**src/hdl/cmd_params.svh**
```systemverilog
/*
 Opcode values, cycle counts and field positions for the decoder.
 Assumes inclusion by bare name from every file that needs them.
*/
`ifndef CMD_PARAMS_SVH
`define CMD_PARAMS_SVH

// Opcode bytes
`define CMD_OP_ESC 8'h0F
`define CMD_OP_MOV_OV 8'h40
`define CMD_OP_MOV_NOV 8'h41
`define CMD_OP_MOV_NEG 8'h48
`define CMD_OP_MOV_POS 8'h49
`define CMD_OP_MOV_PE 8'h4A
`define CMD_OP_MOV_PO 8'h4B
`define CMD_OP_SWAP_HI7 7'h58
`define CMD_OP_SWAPQ 8'h07
`define CMD_OP_SWAPQ_PAGE 8'hC7
`define CMD_OP_EXT_PAIR 8'h99
`define CMD_OP_EXT_ACC 8'h98
`define CMD_OP_BCD_ADD 8'h27
`define CMD_OP_BCD_SUB 8'h2F
`define CMD_OP_DEC_HI5 5'h09
`define CMD_OP_GRP3_HI7 7'h7B
`define CMD_OP_GRP5_HI7 7'h7F
`define CMD_REG_DEC 3'h1
`define CMD_REG_DIV 3'h6
`define CMD_REG_TEST 3'h0
`define CMD_REG_SWAPQ 3'h1

// Cycle counts, register or cache-hit operands
`define CMD_CYC_MOVE 6'h01
`define CMD_CYC_SWAP 6'h0B
`define CMD_CYC_EXT 6'h02
`define CMD_CYC_BCD 6'h09
`define CMD_CYC_DEC 6'h01
`define CMD_CYC_DIV_BASE 6'h0D
`define CMD_DIV_EXTRA_B 6'h04
`define CMD_DIV_EXTRA_W 6'h0C
`define CMD_DIV_EXTRA_D 6'h1C
`define CMD_CYC_OTHER 6'h01

// Flag vector bit order: OF SF ZF AF PF CF
`define CMD_FL_ARITH 6'h3F
`define CMD_FL_NO_CF 6'h3E
`define CMD_FL_BCD 6'h1F
`define CMD_FL_OF 6'h20
`define CMD_FL_NONE 6'h00

`endif

```
**src/hdl/cmd_pkg.sv**
```systemverilog
/*
 Types shared by the decoder modules.
 Assumes nothing beyond a SystemVerilog compiler.
*/
package cmd_pkg;

	// Parse states, one-hot
	typedef enum logic [6:0] {
		ST_OP = 7'h01,
		ST_ESC = 7'h02,
		ST_MODRM = 7'h04,
		ST_SIB = 7'h08,
		ST_DISP = 7'h10,
		ST_IMM = 7'h20,
		ST_EXEC = 7'h40
	} cmd_state_type;

	// Decoded instruction class
	typedef enum logic [3:0] {
		CL_NONE = 4'h0,
		CL_MOVE_IF_OVERFLOW = 4'h1,
		CL_MOVE_IF_NO_OVERFLOW = 4'h2,
		CL_MOVE_IF_PARITY_EVEN = 4'h3,
		CL_MOVE_IF_PARITY_ODD = 4'h4,
		CL_MOVE_IF_NEGATIVE = 4'h5,
		CL_MOVE_IF_POSITIVE = 4'h6,
		CL_COMPARE_SWAP = 4'h7,
		CL_COMPARE_SWAP_QUAD = 4'h8,
		CL_SIGN_EXTEND_TO_PAIR = 4'h9,
		CL_SIGN_EXTEND_ACC = 4'hA,
		CL_BCD_FIX_AFTER_ADD = 4'hB,
		CL_BCD_FIX_AFTER_SUB = 4'hC,
		CL_DECREMENT_OP = 4'hD,
		CL_DIVIDE_UNSIGNED = 4'hE,
		CL_TEST_IMM = 4'hF
	} cmd_class_type;

endpackage

```
**src/hdl/cmd_dec_if.sv**
```systemverilog
/*
 Carrier between the parser and the opcode table.
 Assumes one clock domain; all signals are combinational.
*/
`timescale 1ns/100ps
interface cmd_dec_if;
	import cmd_pkg::*;
	logic esc; // Two-byte opcode page
	logic [7:0] opcode; // Opcode byte
	logic [1:0] modf; // Addressing mode field
	logic [2:0] reg_f; // Reg field of addressing byte
	logic op32; // 32-bit operand size
	logic [4:0] div_extra; // Early-exit count from operand path
	logic need_modrm; // Opcode takes an addressing byte
	logic has_imm; // Immediate follows
	logic legal; // Known encoding
	cmd_class_type cls; // Decoded class
	logic [5:0] cycles; // Execution clocks
	logic [5:0] fl_mod; // Flags modified
	logic [5:0] fl_undef; // Flags left undefined
	modport parser (output esc, opcode, modf, reg_f, op32, div_extra,
		input need_modrm, has_imm, legal, cls, cycles, fl_mod, fl_undef);
	modport table_side (input esc, opcode, modf, reg_f, op32, div_extra,
		output need_modrm, has_imm, legal, cls, cycles, fl_mod, fl_undef);
endinterface

```
**src/hdl/cmd_decoder.sv**
```systemverilog
/*
 Byte-stream decoder and timing unit for conditional moves,
 compare-and-swap, sign extension, BCD fixes, decrement and divide.
 Assumes bytes come from fetch logic on core_clk, flags and the divide
 early-exit count from the operand pipeline on the same clock.
*/
`timescale 1ns/100ps
`include "cmd_params.svh"

// How it works
// - 0F 40 and 0F 41 move when overflow is set or clear, in 1 clock.
// - 0F 4A moves only when parity is set, in 1 clock.
// - 0F 4B moves only when parity is clear, in 1 clock.
// - 0F 48 moves only when sign is set, in 1 clock.
// - 0F 49 moves only when sign is clear, in 1 clock.
// - 0F B0 and 0F B1 compare-and-swap take 11 clocks and set flags.
// - 0F C7 with reg 001 and a memory operand is the 8-byte swap.
// - Opcode 99 extends the accumulator into the pair in 2 clocks.
// - Opcode 98 extends the low accumulator word in 2 clocks.
// - Opcode 27 fixes BCD after add, sets flags, takes 9 clocks.
// - Opcode 2F fixes BCD after subtract, sets flags, takes 9 clocks.
// - Decrement is FE/FF reg 001 or 48-4F, 1 clock, carry untouched.
// - F6/F7 reg 110 divides in 13-17, 13-25 or 13-41 clocks.
// - An immediate is 8, 16 or 32 bits wide by operand size.
// - A short displacement is 8 bits and sign-extended.
// - A conditional move takes 1 clock whether or not it moves.
module cmd_decoder import cmd_pkg::*; #(
	parameter logic [5:0] CYC_SWAP_QUAD = `CMD_CYC_SWAP
) (
	input wire logic core_clk, // Core clock, 20 MHz
	input wire logic rst, // Async reset, high
	input wire logic fetch_valid, // Byte offered
	input wire logic [7:0] fetch_byte, // Instruction byte
	input wire logic op32, // 32-bit operand and address size
	input wire logic flag_of, // Overflow flag
	input wire logic flag_sf, // Sign flag
	input wire logic flag_pf, // Parity flag
	input wire logic [4:0] div_extra, // Divide early-exit clocks
	output logic fetch_ready, // Byte will be taken
	output logic done, // Instruction complete, one pulse
	output logic [3:0] op_class, // Decoded class
	output logic move_en, // Destination write enable
	output logic illegal, // Unknown encoding
	output logic [7:0] modrm, // Addressing byte
	output logic [31:0] disp, // Displacement, sign-extended
	output logic [31:0] imm, // Immediate, zero-extended
	output logic [5:0] flags_mod, // Flags written: OF SF ZF AF PF CF
	output logic [5:0] flags_undef // Flags left undefined
);
	cmd_dec_if dec ();
	cmd_state_type st_ff, nxt_st;
	logic esc_ff, nxt_esc;
	logic [7:0] op_ff, nxt_op;
	logic [7:0] modrm_ff, nxt_modrm;
	logic [31:0] disp_ff, nxt_disp;
	logic [31:0] imm_ff, nxt_imm;
	logic [2:0] len_ff, nxt_len;
	logic [1:0] idx_ff, nxt_idx;
	logic short_ff, nxt_short;
	logic ready_ff, nxt_ready;
	logic done_ff, nxt_done;
	logic [3:0] class_ff, nxt_class;
	logic move_ff, nxt_move;
	logic illegal_ff, nxt_illegal;
	logic [5:0] fmod_ff, nxt_fmod;
	logic [5:0] fund_ff, nxt_fund;
	logic cond_ok;
	logic take;
	logic load;
	logic finish;
	logic [2:0] dlen;
	logic [2:0] ilen;

	cmd_opcode_table #(
		.CYC_SWAP_QUAD(CYC_SWAP_QUAD)
	) u_table (
		.d(dec.table_side)
	);

	cmd_exec_timer #(
		.W(6)
	) u_timer (
		.core_clk(core_clk),
		.rst(rst),
		.load(load),
		.cycles(dec.cycles),
		.finish(finish)
	);

	assign take = fetch_valid && ready_ff;

	// Table inputs follow the byte in flight while it is being parsed
	always_comb begin
		// A first byte uses the one-byte page, not the last opcode's page
		dec.esc = (st_ff == ST_ESC) ? 1'b1 :
			(st_ff == ST_OP) ? 1'b0 : esc_ff;
		dec.opcode = (st_ff == ST_OP || st_ff == ST_ESC) ?
			fetch_byte : op_ff;
		dec.modf = (st_ff == ST_MODRM) ? fetch_byte[7:6] : modrm_ff[7:6];
		dec.reg_f = (st_ff == ST_MODRM) ? fetch_byte[5:3] : modrm_ff[5:3];
		dec.op32 = op32;
		dec.div_extra = div_extra;
	end

	// Displacement length from the addressing byte
	always_comb begin
		dlen = 3'h0;
		if (op32) begin
			if (fetch_byte[7:6] == 2'h1)
				dlen = 3'h1;
			else if (fetch_byte[7:6] == 2'h2)
				dlen = 3'h4;
			else if (fetch_byte[7:6] == 2'h0 && fetch_byte[2:0] == 3'h5)
				dlen = 3'h4;
		end else begin
			if (fetch_byte[7:6] == 2'h1)
				dlen = 3'h1;
			else if (fetch_byte[7:6] == 2'h2)
				dlen = 3'h2;
			else if (fetch_byte[7:6] == 2'h0 && fetch_byte[2:0] == 3'h6)
				dlen = 3'h2;
		end
		// Immediate width by operand size
		if (!op_ff[0])
			ilen = 3'h1;
		else
			ilen = op32 ? 3'h4 : 3'h2;
	end

	// Condition of the conditional moves, sampled at completion
	always_comb begin
		unique case (class_ff)
			CL_MOVE_IF_OVERFLOW: cond_ok = flag_of;
			CL_MOVE_IF_NO_OVERFLOW: cond_ok = !flag_of;
			CL_MOVE_IF_PARITY_EVEN: cond_ok = flag_pf;
			CL_MOVE_IF_PARITY_ODD: cond_ok = !flag_pf;
			CL_MOVE_IF_NEGATIVE: cond_ok = flag_sf;
			CL_MOVE_IF_POSITIVE: cond_ok = !flag_sf;
			default: cond_ok = 1'b0;
		endcase
	end

	// Parser and completion
	always_comb begin
		nxt_st = st_ff;
		nxt_esc = esc_ff;
		nxt_op = op_ff;
		nxt_modrm = modrm_ff;
		nxt_disp = disp_ff;
		nxt_imm = imm_ff;
		nxt_len = len_ff;
		nxt_idx = idx_ff;
		nxt_short = short_ff;
		nxt_done = 1'b0;
		nxt_class = class_ff;
		nxt_move = 1'b0;
		nxt_illegal = illegal_ff;
		nxt_fmod = fmod_ff;
		nxt_fund = fund_ff;
		load = 1'b0;
		unique case (st_ff)
			ST_OP: if (take) begin
				nxt_op = fetch_byte;
				nxt_esc = 1'b0;
				nxt_disp = 32'h00000000;
				nxt_imm = 32'h00000000;
				nxt_modrm = 8'h00;
				if (fetch_byte == `CMD_OP_ESC)
					nxt_st = ST_ESC;
				else if (dec.need_modrm)
					nxt_st = ST_MODRM;
				else
					load = 1'b1;
			end
			ST_ESC: if (take) begin
				nxt_op = fetch_byte;
				nxt_esc = 1'b1;
				if (dec.need_modrm)
					nxt_st = ST_MODRM;
				else
					load = 1'b1;
			end
			ST_MODRM: if (take) begin
				nxt_modrm = fetch_byte;
				nxt_idx = 2'h0;
				nxt_len = dlen;
				nxt_short = (fetch_byte[7:6] == 2'h1);
				if (op32 && fetch_byte[7:6] != 2'h3 &&
					fetch_byte[2:0] == 3'h4)
					nxt_st = ST_SIB;
				else if (dlen != 3'h0)
					nxt_st = ST_DISP;
				else if (dec.has_imm && dec.legal) begin
					nxt_len = ilen;
					nxt_st = ST_IMM;
				end else
					load = 1'b1;
			end
			ST_SIB: if (take) begin
				// Base 101 without mode adds a full displacement
				if (modrm_ff[7:6] == 2'h0 && fetch_byte[2:0] == 3'h5)
					nxt_len = 3'h4;
				if (nxt_len != 3'h0)
					nxt_st = ST_DISP;
				else if (dec.has_imm && dec.legal) begin
					nxt_len = ilen;
					nxt_st = ST_IMM;
				end else
					load = 1'b1;
			end
			ST_DISP: if (take) begin
				nxt_disp[{idx_ff, 3'h0} +: 8] = fetch_byte;
				nxt_idx = idx_ff + 2'h1;
				if ({1'b0, idx_ff} == len_ff - 3'h1) begin
					if (short_ff)
						nxt_disp = {{24{fetch_byte[7]}}, fetch_byte};
					else if (len_ff == 3'h2)
						nxt_disp = {{16{fetch_byte[7]}}, fetch_byte,
							disp_ff[7:0]};
					nxt_idx = 2'h0;
					if (dec.has_imm && dec.legal) begin
						nxt_len = ilen;
						nxt_st = ST_IMM;
					end else
						load = 1'b1;
				end
			end
			ST_IMM: if (take) begin
				nxt_imm[{idx_ff, 3'h0} +: 8] = fetch_byte;
				nxt_idx = idx_ff + 2'h1;
				if ({1'b0, idx_ff} == len_ff - 3'h1)
					load = 1'b1;
			end
			ST_EXEC: if (finish) begin
				// Move decision taken as the clock count ends
				nxt_done = 1'b1;
				nxt_move = cond_ok;
				nxt_st = ST_OP;
			end
			default: nxt_st = ST_OP;
		endcase
		// Latch the decoded result as the last byte is taken
		if (load) begin
			nxt_st = ST_EXEC;
			nxt_class = dec.legal ? dec.cls : CL_NONE;
			nxt_illegal = !dec.legal;
			nxt_fmod = dec.legal ? dec.fl_mod : `CMD_FL_NONE;
			nxt_fund = dec.legal ? dec.fl_undef : `CMD_FL_NONE;
		end
		// No new byte while an instruction executes
		nxt_ready = (nxt_st != ST_EXEC);
	end

	always_ff @(posedge core_clk or posedge rst) begin
		if (rst) begin
			st_ff <= ST_OP;
			esc_ff <= 1'b0;
			op_ff <= 8'h00;
			modrm_ff <= 8'h00;
			disp_ff <= 32'h00000000;
			imm_ff <= 32'h00000000;
			len_ff <= 3'h0;
			idx_ff <= 2'h0;
			short_ff <= 1'b0;
			ready_ff <= 1'b0;
			done_ff <= 1'b0;
			class_ff <= 4'h0;
			move_ff <= 1'b0;
			illegal_ff <= 1'b0;
			fmod_ff <= 6'h00;
			fund_ff <= 6'h00;
		end else begin
			st_ff <= nxt_st;
			esc_ff <= nxt_esc;
			op_ff <= nxt_op;
			modrm_ff <= nxt_modrm;
			disp_ff <= nxt_disp;
			imm_ff <= nxt_imm;
			len_ff <= nxt_len;
			idx_ff <= nxt_idx;
			short_ff <= nxt_short;
			ready_ff <= nxt_ready;
			done_ff <= nxt_done;
			class_ff <= nxt_class;
			move_ff <= nxt_move;
			illegal_ff <= nxt_illegal;
			fmod_ff <= nxt_fmod;
			fund_ff <= nxt_fund;
		end
	end

	// Outputs straight from flops
	assign fetch_ready = ready_ff;
	assign done = done_ff;
	assign op_class = class_ff;
	assign move_en = move_ff;
	assign illegal = illegal_ff;
	assign modrm = modrm_ff;
	assign disp = disp_ff;
	assign imm = imm_ff;
	assign flags_mod = fmod_ff;
	assign flags_undef = fund_ff;
endmodule

```
**src/hdl/cmd_exec_timer.sv**
```systemverilog
/*
 Execution timer: counts the clocks of one instruction.
 Assumes load arrives only while idle.
*/
`timescale 1ns/100ps
module cmd_exec_timer #(
	parameter int W = 6
) (
	input wire logic core_clk, // Core clock
	input wire logic rst, // Async reset, high
	input wire logic load, // Start counting
	input wire logic [W-1:0] cycles, // Clocks to count, at least 1
	output logic finish // High in the last counted clock
);
	logic [W-1:0] cnt_ff;
	logic [W-1:0] nxt_cnt;

	// Down count to zero
	always_comb begin
		nxt_cnt = cnt_ff;
		if (load)
			nxt_cnt = cycles;
		else if (cnt_ff != '0)
			nxt_cnt = cnt_ff - W'(1);
	end

	always_ff @(posedge core_clk or posedge rst) begin
		if (rst)
			cnt_ff <= '0;
		else
			cnt_ff <= nxt_cnt;
	end

	assign finish = (cnt_ff == W'(1));
endmodule

```
**src/hdl/cmd_opcode_table.sv**
```systemverilog
/*
 Opcode table: class, cycle count and flag effects per encoding.
 Assumes reg and mode fields are valid once an addressing byte is seen.
*/
`timescale 1ns/100ps
`include "cmd_params.svh"
module cmd_opcode_table import cmd_pkg::*; #(
	parameter logic [5:0] CYC_SWAP_QUAD = `CMD_CYC_SWAP
) (
	cmd_dec_if.table_side d // Lookup request and answer
);
	logic [5:0] extra;
	logic [5:0] limit;

	// Divide early exit, capped by divisor size
	always_comb begin
		extra = {1'b0, d.div_extra};
		if (!d.opcode[0])
			limit = `CMD_DIV_EXTRA_B;
		else if (d.op32)
			limit = `CMD_DIV_EXTRA_D;
		else
			limit = `CMD_DIV_EXTRA_W;
		if (extra > limit)
			extra = limit;
	end

	// Table lookup
	always_comb begin
		d.need_modrm = 1'b0;
		d.has_imm = 1'b0;
		d.legal = 1'b1;
		d.cls = CL_NONE;
		d.cycles = `CMD_CYC_OTHER;
		d.fl_mod = `CMD_FL_NONE;
		d.fl_undef = `CMD_FL_NONE;
		if (d.esc) begin
			d.need_modrm = 1'b1;
			unique case (d.opcode)
				`CMD_OP_MOV_OV: d.cls = CL_MOVE_IF_OVERFLOW;
				`CMD_OP_MOV_NOV: d.cls = CL_MOVE_IF_NO_OVERFLOW;
				`CMD_OP_MOV_PE: d.cls = CL_MOVE_IF_PARITY_EVEN;
				`CMD_OP_MOV_PO: d.cls = CL_MOVE_IF_PARITY_ODD;
				`CMD_OP_MOV_NEG: d.cls = CL_MOVE_IF_NEGATIVE;
				`CMD_OP_MOV_POS: d.cls = CL_MOVE_IF_POSITIVE;
				`CMD_OP_SWAPQ_PAGE: begin
					d.cls = CL_COMPARE_SWAP_QUAD;
					d.cycles = CYC_SWAP_QUAD;
					// Memory operand only
					d.legal = (d.reg_f == `CMD_REG_SWAPQ) &&
						(d.modf != 2'h3);
				end
				default: begin
					if (d.opcode[7:1] == `CMD_OP_SWAP_HI7) begin
						d.cls = CL_COMPARE_SWAP;
						d.cycles = `CMD_CYC_SWAP;
						d.fl_mod = `CMD_FL_ARITH;
					end else begin
						d.legal = 1'b0;
						d.need_modrm = 1'b0;
					end
				end
			endcase
			// Refused encodings finish in the single default clock
			if (!d.legal)
				d.cycles = `CMD_CYC_OTHER;
			else if (d.cls != CL_COMPARE_SWAP &&
				d.cls != CL_COMPARE_SWAP_QUAD)
				d.cycles = `CMD_CYC_MOVE;
		end else begin
			unique case (d.opcode)
				`CMD_OP_EXT_PAIR: begin
					d.cls = CL_SIGN_EXTEND_TO_PAIR;
					d.cycles = `CMD_CYC_EXT;
				end
				`CMD_OP_EXT_ACC: begin
					d.cls = CL_SIGN_EXTEND_ACC;
					d.cycles = `CMD_CYC_EXT;
				end
				`CMD_OP_BCD_ADD, `CMD_OP_BCD_SUB: begin
					d.cls = d.opcode[3] ? CL_BCD_FIX_AFTER_SUB :
						CL_BCD_FIX_AFTER_ADD;
					d.cycles = `CMD_CYC_BCD;
					d.fl_mod = `CMD_FL_BCD;
					d.fl_undef = `CMD_FL_OF;
				end
				default: begin
					if (d.opcode[7:3] == `CMD_OP_DEC_HI5) begin
						d.cls = CL_DECREMENT_OP;
						d.cycles = `CMD_CYC_DEC;
						d.fl_mod = `CMD_FL_NO_CF;
					end else if (d.opcode[7:1] == `CMD_OP_GRP5_HI7) begin
						d.need_modrm = 1'b1;
						d.legal = (d.reg_f == `CMD_REG_DEC);
						d.cls = CL_DECREMENT_OP;
						d.cycles = `CMD_CYC_DEC;
						d.fl_mod = `CMD_FL_NO_CF;
					end else if (d.opcode[7:1] == `CMD_OP_GRP3_HI7) begin
						d.need_modrm = 1'b1;
						if (d.reg_f == `CMD_REG_DIV) begin
							d.cls = CL_DIVIDE_UNSIGNED;
							d.cycles = `CMD_CYC_DIV_BASE + extra;
							d.fl_undef = `CMD_FL_NO_CF;
						end else if (d.reg_f == `CMD_REG_TEST) begin
							d.cls = CL_TEST_IMM;
							d.has_imm = 1'b1;
							d.fl_mod = `CMD_FL_ARITH;
						end else
							d.legal = 1'b0;
					end else
						d.legal = 1'b0;
				end
			endcase
		end
	end
endmodule

```
**config.mk**
```make
export PLATFORM = sky130hd
export DESIGN_NAME = cmd_decoder
export DESIGN_NICKNAME = d
export VERILOG_FILES = /design/src/hdl/cmd_pkg.sv /design/src/hdl/cmd_dec_if.sv /design/src/hdl/cmd_decoder.sv /design/src/hdl/cmd_exec_timer.sv /design/src/hdl/cmd_opcode_table.sv
export VERILOG_INCLUDE_DIRS = /design/src /design/src/hdl
export SDC_FILE = /design/constraint.sdc
export NUM_CORES = 1
export LEC_CHECK = 0
export BUFFER_PORTS_ARGS = -buffer_cell sky130_fd_sc_hd__buf_2
export CORE_MARGIN = 5
export CORE_UTILIZATION = 40
export CTS_BUF_LIST = sky130_fd_sc_hd__clkbuf_4 sky130_fd_sc_hd__clkbuf_8
export DETAILED_ROUTE_END_ITERATION = 10
export GPL_ROUTABILITY_DRIVEN = 1
export PLACE_DENSITY = 0.71
export SLEW_MARGIN = 0
export SYNTH_ARGS = -nofsm -noshare
export SYNTH_HDL_FRONTEND = slang
export SYNTH_SLANG_ARGS = --single-unit
```
**constraint.sdc**
```tcl
create_clock -name core_clk -period 8.1 [get_ports core_clk]
set_input_delay 1.215 -clock core_clk [delete_from_list [all_inputs] [get_ports core_clk]]
set_output_delay 1.215 -clock core_clk [all_outputs]
set_load 0.01 [all_outputs]
```
=== Word level (Yosys, flattened, before mapping) ===
Cells that the tools add are included.
Widths: inputs -> output; s select.

* Reduce and logical (&&, ||, !) cells: 42
* Shift operators: 2
* Mux-type cells: 150
* Equality and inequality tests: 53
* Add/subtract/negate cells: 5
* Order comparisons: 1

{| class="wikitable"
|+ Operator list
! operator !! number
|-
| $mux 32 || 6
|-
| $mux 6 || 26
|-
| $pmux 32 s2 || 2
|-
| $mux 7 || 14
|-
| $mux 3 || 22
|-
| $bwmux 32 || 2
|-
| $pmux 7 s7 || 1
|-
| $eq 8x7->1 const B || 6
|-
| $pmux 6 s2 || 4
|-
| $mux 1 || 43
|-
| $mux 4 || 9
|-
| $shift 8x7->32 const A || 1
|-
| $shiftx 8x7->32 || 1
|-
| $eq 7x7->1 const B || 4
|-
| $pmux 4 s7 || 1
|-
| $eq 8x8->1 const B || 3
|-
| $mux 8 || 3
|-
| $ne 2x2->1 const B || 10
|-
| $eq 8x6->1 const B || 2
|-
| $mux 2 || 8
|-
| $pmux 8 s2 || 1
|-
| $eq 3x3->1 const B || 4
|-
| $eq 4x3->1 const B || 3
|-
| $pmux 1 s6 || 2
|-
| 46 further kinds || 75
|}

* Word-level logic and storage cells: 271
* Input bits: 20
* Flip-flop bits (word level): 120

=== Longest topological paths before layout ===
* Word-level depth: 18
* Depth in mapped cells: 15
* Mapped depth without buffers: 13

=== Hierarchy ===
A second synthesis with hierarchy kept.

* Cells, all modules: 785
* Area, all modules: 7046.8 µm²

{| class="wikitable"
|+ Modules (own cells, without submodules)
! module !! times used !! area each (µm²) !! cells an instance
|-
| cmd_decoder || 1 || 5843.1 || 622
|-
| cmd_opcode_table || 1 || 802.0 || 116
|-
| cmd_exec_timer || 1 || 401.6 || 47
|}

=== Worst setup path before layout ===
OpenSTA, ideal clock, no wires.

* Path kind: input -> register
* Start point: input port fetch_byte[0]
* End point: register u_timer.cnt_ff[4]
* Required time: 8.017 ns
* Stages: 14
* Library setup time: 0.083 ns
* Arrival time: 3.446 ns
* Setup slack: 4.571 ns
* Path through: clkbuf_1 > nand4_1 > and2_1 > clkbuf_1 > nand2b_1 > ha_1 > o211ai_1 > a22oi_1 > and2_1 > ha_1 > nor4_1 > xnor2_1 > nand2_1 > o21ai_0

* Word-level cells in the longest chain between the ends: 13
* Elaborated cells on any way between the ends: 79
* Those cells by class: 1 x add/sub; 1 x order compare; 17 x eq/ne; 46 x mux; 14 x reduce/logical

{| class="wikitable"
|+ Ends and longest elaborated chain
! element !! line !! RTL
|-
| start: declaration || cmd_decoder.sv:33 || <nowiki>input wire logic [7:0] fetch_byte,</nowiki>
|-
| parallel branches: the longest is 13 deep, another holds $gt 5x6->1 || n/a ||
|-
| end signal: assignment || cmd_exec_timer.sv:31 || <nowiki>cnt_ff <= nxt_cnt;</nowiki>
|-
| end: declaration || cmd_exec_timer.sv:15 || <nowiki>logic [W-1:0] cnt_ff;</nowiki>
|}

Parallel ways; which one is timed is not known. The select of a mux whose other input is x is not followed.
A chain may end at the register's enable or synchronous reset.

=== Final worst setup path ===
* Start point: input port fetch_byte[2]
* End point: register u_timer.cnt_ff[3]

* Word-level cells in the longest chain between the ends: 14
* Elaborated cells on any way between the ends: 90
* Those cells by class: 20 x eq/ne; 56 x mux; 14 x reduce/logical

{| class="wikitable"
|+ Ends and longest elaborated chain
! element
|-
| parallel branches: the longest is 14 deep, another holds $mux 8
|}

Parallel ways; which one is timed is not known. The select of a mux whose other input is x is not followed.

==> run_results.csv <==
group,metric,value,unit
routing,dr_total_vias,6681,
global_routing,antenna_found_initial,0,
critical_path,critPathTopFamily,"simple AND/OR/NAND/NOR gates",
timing,period_minus_slack,3.99,ns
place,io_buffers,110,
synth,synthCells,817,
clock_tree,root_buffer,"clkbuf_8",
die,row_count,48,
critical_path,crit_path_max_incr_delay,0.66,ns
pwr,leakage,3.79,nW
critical_path,rr_startpoint,"st_ff[4]",
hold_path,holdCritPathClass,"flop to flop",
final_layout,layout.nets,929,
routing,routed_wirelength,20900,um
global_routing,grt_pass1_wl,33900,um
global_routing,gr-usage-all-layers,0.211,
place,routabilityCongestion,0.927,
status,outcome,"complete, no violations",
routing,viasPerCell,5.89,
routing,post_drt_wl_per_cell,18.4,um
pwr,ir_drop,0.000191,V
routing,drt_iter0_markers,580,
die,die_x,142,um
clock_tree,postCtsHoldBufs,0,
timing,hold_violations,0,
timing,rsz0062_at_grt,"false",
clock_tree,clkTransAtPathRegs,0.07,ns
die,die_h,142,um
die,start_util,0.403,
synth,syn_area,6930,um2
clock_tree,cts_resized,0,
synth,avgSynthCellArea,8.48,um2
timing,setup_viol,0,
synth,ys_warn_count,0,
clock_tree,numClockSinks,113,
synth,synth_cell_type_count,78,
routing,drc,0,
timing,worst_pin_slew,0.936,ns
timing,hold_ws,0.469,ns
final_layout,syn_to_final_growth,15.7,%
hold_path,hold_depth,2,
die,io_pins,112,
clock_tree,tritoncts,"done",
critical_path,critPathKind,"primary input to flop",
routing,first_pass_iters,6,
pwr,powerDensity,236,nW/um2
critical_path,endpoint_kind,"flop",
global_routing,grt_max_degree,76,
synth,synthTopCellsByArea,"dfrtp_1 (40%), nand2_1 (7.5%), o21ai_0 (6.2%)",
critical_path,crit_buf_inv,2,
timing,fmax,250,MHz
critical_path,crit_arrival,4.38,ns
hold_path,min-delay-start,"imm[3]",
place,dp.cells,1103,
synth,synth_top_area_share,0.404,
hold_path,worstHoldEndpoint,"imm[3]",
critical_path,reg2regPathDepth,8,
critical_path,slowest_stage,"mux2i_1",
clock_tree,h-tree-depth,4,
synth,ys_ff_latch,113,
final_layout,layout.cells.non_filler,1134,
critical_path,regToRegEndpoint,"u_timer.cnt_ff[3]",
timing,period_share,0.493,
synth,syn-num-nets,849,
place,dpl.hpwl,14600,um
clock_tree,clk_latency,0.45,ns
critical_path,worstPathMaxFanout,29,
critical_path,cp.required,8.49,ns
global_routing,grt_pass1_vias,6344,
timing,relSlewSlack,0.376,
clock_tree,numCtsBuffers,17,
synth,synth_edf_count,0,
routing,drtAntennaViolNets,0,
synth,synth_ff_type,"dfrtp_1",
die,core,17200,um2
critical_path,ff2ff_setup_slack,4.13,ns
synth,synth_top_area_cell,"dfrtp_1",
final_layout,antennaDiodeCount,0,
critical_path,crit_chain,"buf_2, nor4bb_1, nand4_1, mux2i_1, nor4_4, o32a_1, buf_4, or4_1, nand3_1",
timing,maxSlewViolCount,0,
clock_tree,clockBufferDepth,2,
die,die-area,20100,um2
timing,skew,0.0141,ns
run,max_cap_viol_count,0,
critical_path,start_kind,"primary input",
synth,seq_area_frac_synth,0.408,
timing,setup_tns,0,ns
final_layout,drive_gt1_frac,0.202,
clock_tree,cts_setup_buffers,0,
global_routing,grt-ovfl-total,0,
final_layout,utilization,0.467,
synth,async_reset_ff_frac,1.00,
[state kept, by name (all words and copies together), names as in the netlist]
| register | flops |
|---|---|
| idx_ff | 2 |
| op_class | 4 |
| st_ff | 7 |
| disp | 32 |
| modrm | 8 |
| flags_undef | 2 |
| len_ff | 3 |
| esc_ff | 1 |
| imm | 32 |
| short_ff | 1 |
| illegal | 1 |
| flags_mod | 3 |
| move_en | 1 |
| fetch_ready | 1 |
| op_ff | 8 |
| done | 1 |
| u_timer.cnt_ff | 6 |
[cells by family (layout without fill, tap and decap cells)]
| group | Yosys count | count (layout) | share of synthesized area |
|---|---|---|---|
| AO/OA/AOI/OAI | 254 | 254 | 0.238 |
| adder cells (fa/ha/maj) | 13 | 13 | 0.0231 |
| flip-flops | 113 | 113 | 0.408 |
| XOR/XNOR | 9 | 9 | 0.0114 |
| AND/OR/NAND/NOR | 318 | 318 | 0.230 |
| buffers and inverters | 86 | 178 | 0.0527 |
| multiplexers | 23 | 23 | 0.0361 |
| other | 1 | 1 | 0.000541 |
[where the power goes]
part	switching (mW)	internal, mW
registers	0.0893	0.618
logic	0.370	0.213
clock network	0.253	0.347
[worst register-to-register path, delay by kind of cell (launching register included)]
| kind | cells | cell delay (ns) |
|---|---|---|
| AND/OR/NAND/NOR | 5 | 1.93 |
| multiplexers | 1 | 0.86 |
| flip-flops | 1 | 0.51 |
| buffers and inverters | 1 | 0.23 |
| AO/OA/AOI/OAI | 1 | 0.38 |
[Yosys cell counts (all sizes together) (5+ instances only)]
library cell and count:
and2 8, and3 7, a31oi 8, nor2 49, o21ai 89, clkbuf 44
nand2 138, dfrtp 112, nor4 7, nor4b 8, mux2i 7, a21o 11
a211oi 10, buf 16, or3 5, xnor2 5, a22o 21, nor2b 8
mux2 16, nand4 11, nand2b 9, ha 12, a21oi 44, o31ai 20
nand3 23, nor3 16, inv 24
[per-stage QoR]
step	instance area [um2]	power, mW	setup WS, ns
6_report	8020	1.89	4.11
5_1_grt	8020	1.99	3.95
4_1_cts	8020	1.89	4.18
3_5_place_dp	7580	1.29	3.72
3_3_place_gp	7580	1.28	3.86
2_1_floorplan	6930	1.13	3.90
[how the worst max path moves through the flow]
stage                        startpoint                 to  slack [ns]  depth (start not counted)
after floorplan                     rst            disp[0]        3.90                          1
after global placement    fetch_byte[2]  u_timer.cnt_ff[3]        3.86                          9
after detailed placement  fetch_byte[2]  u_timer.cnt_ff[3]        3.72                          9
after CTS                 fetch_byte[2]  u_timer.cnt_ff[3]        4.18                          9
after global routing           st_ff[0]  u_timer.cnt_ff[3]        3.95                          8
final                     fetch_byte[2]  u_timer.cnt_ff[3]        4.11                          9
[cell type report]
class	count	area (um2)
clock buffers	19	255
clock inverters	12	184
fillers	1663	9160
inverters	26	100
multi-input cells	618	3740
flip-flops and latches	113	2830
well taps	225	282
repair buffers	121	633
[layer usage]
layer  track usage  share of wire
met5             0              0
met4        0.0768          0.027
met3        0.0512          0.075
met2         0.338           0.47
met1         0.278           0.43
[layout by cell type, fill, tap and decap left out, types with 4 or more instances in the layout]
master	synthesis	layout
and3_1	7	7
nor2b_1	8	8
clkbuf_8	0	18
and2_1	7	7
or2_2	4	4
mux2_2	16	16
inv_1	24	23
a211oi_1	9	9
nand3_1	23	23
a31oi_1	8	8
nor3_1	16	16
a221o_1	4	4
o31ai_1	20	20
nand2b_1	9	9
or3_1	5	5
nand2_1	138	138
nand4_1	11	11
bufinv_16	0	4
nor2_1	49	49
dfrtp_1	112	112
xor2_1	4	4
a21o_1	11	11
buf_2	7	110
mux2i_1	7	7
ha_1	12	12
nor4_1	5	5
buf_4	7	11
and4_1	4	4
xnor2_1	5	5
a22o_1	21	21
a21oi_1	44	44
clkinv_4	0	4
nor4b_1	7	7
o21ai_0	86	86
Power figures use the tool's default switching activity.
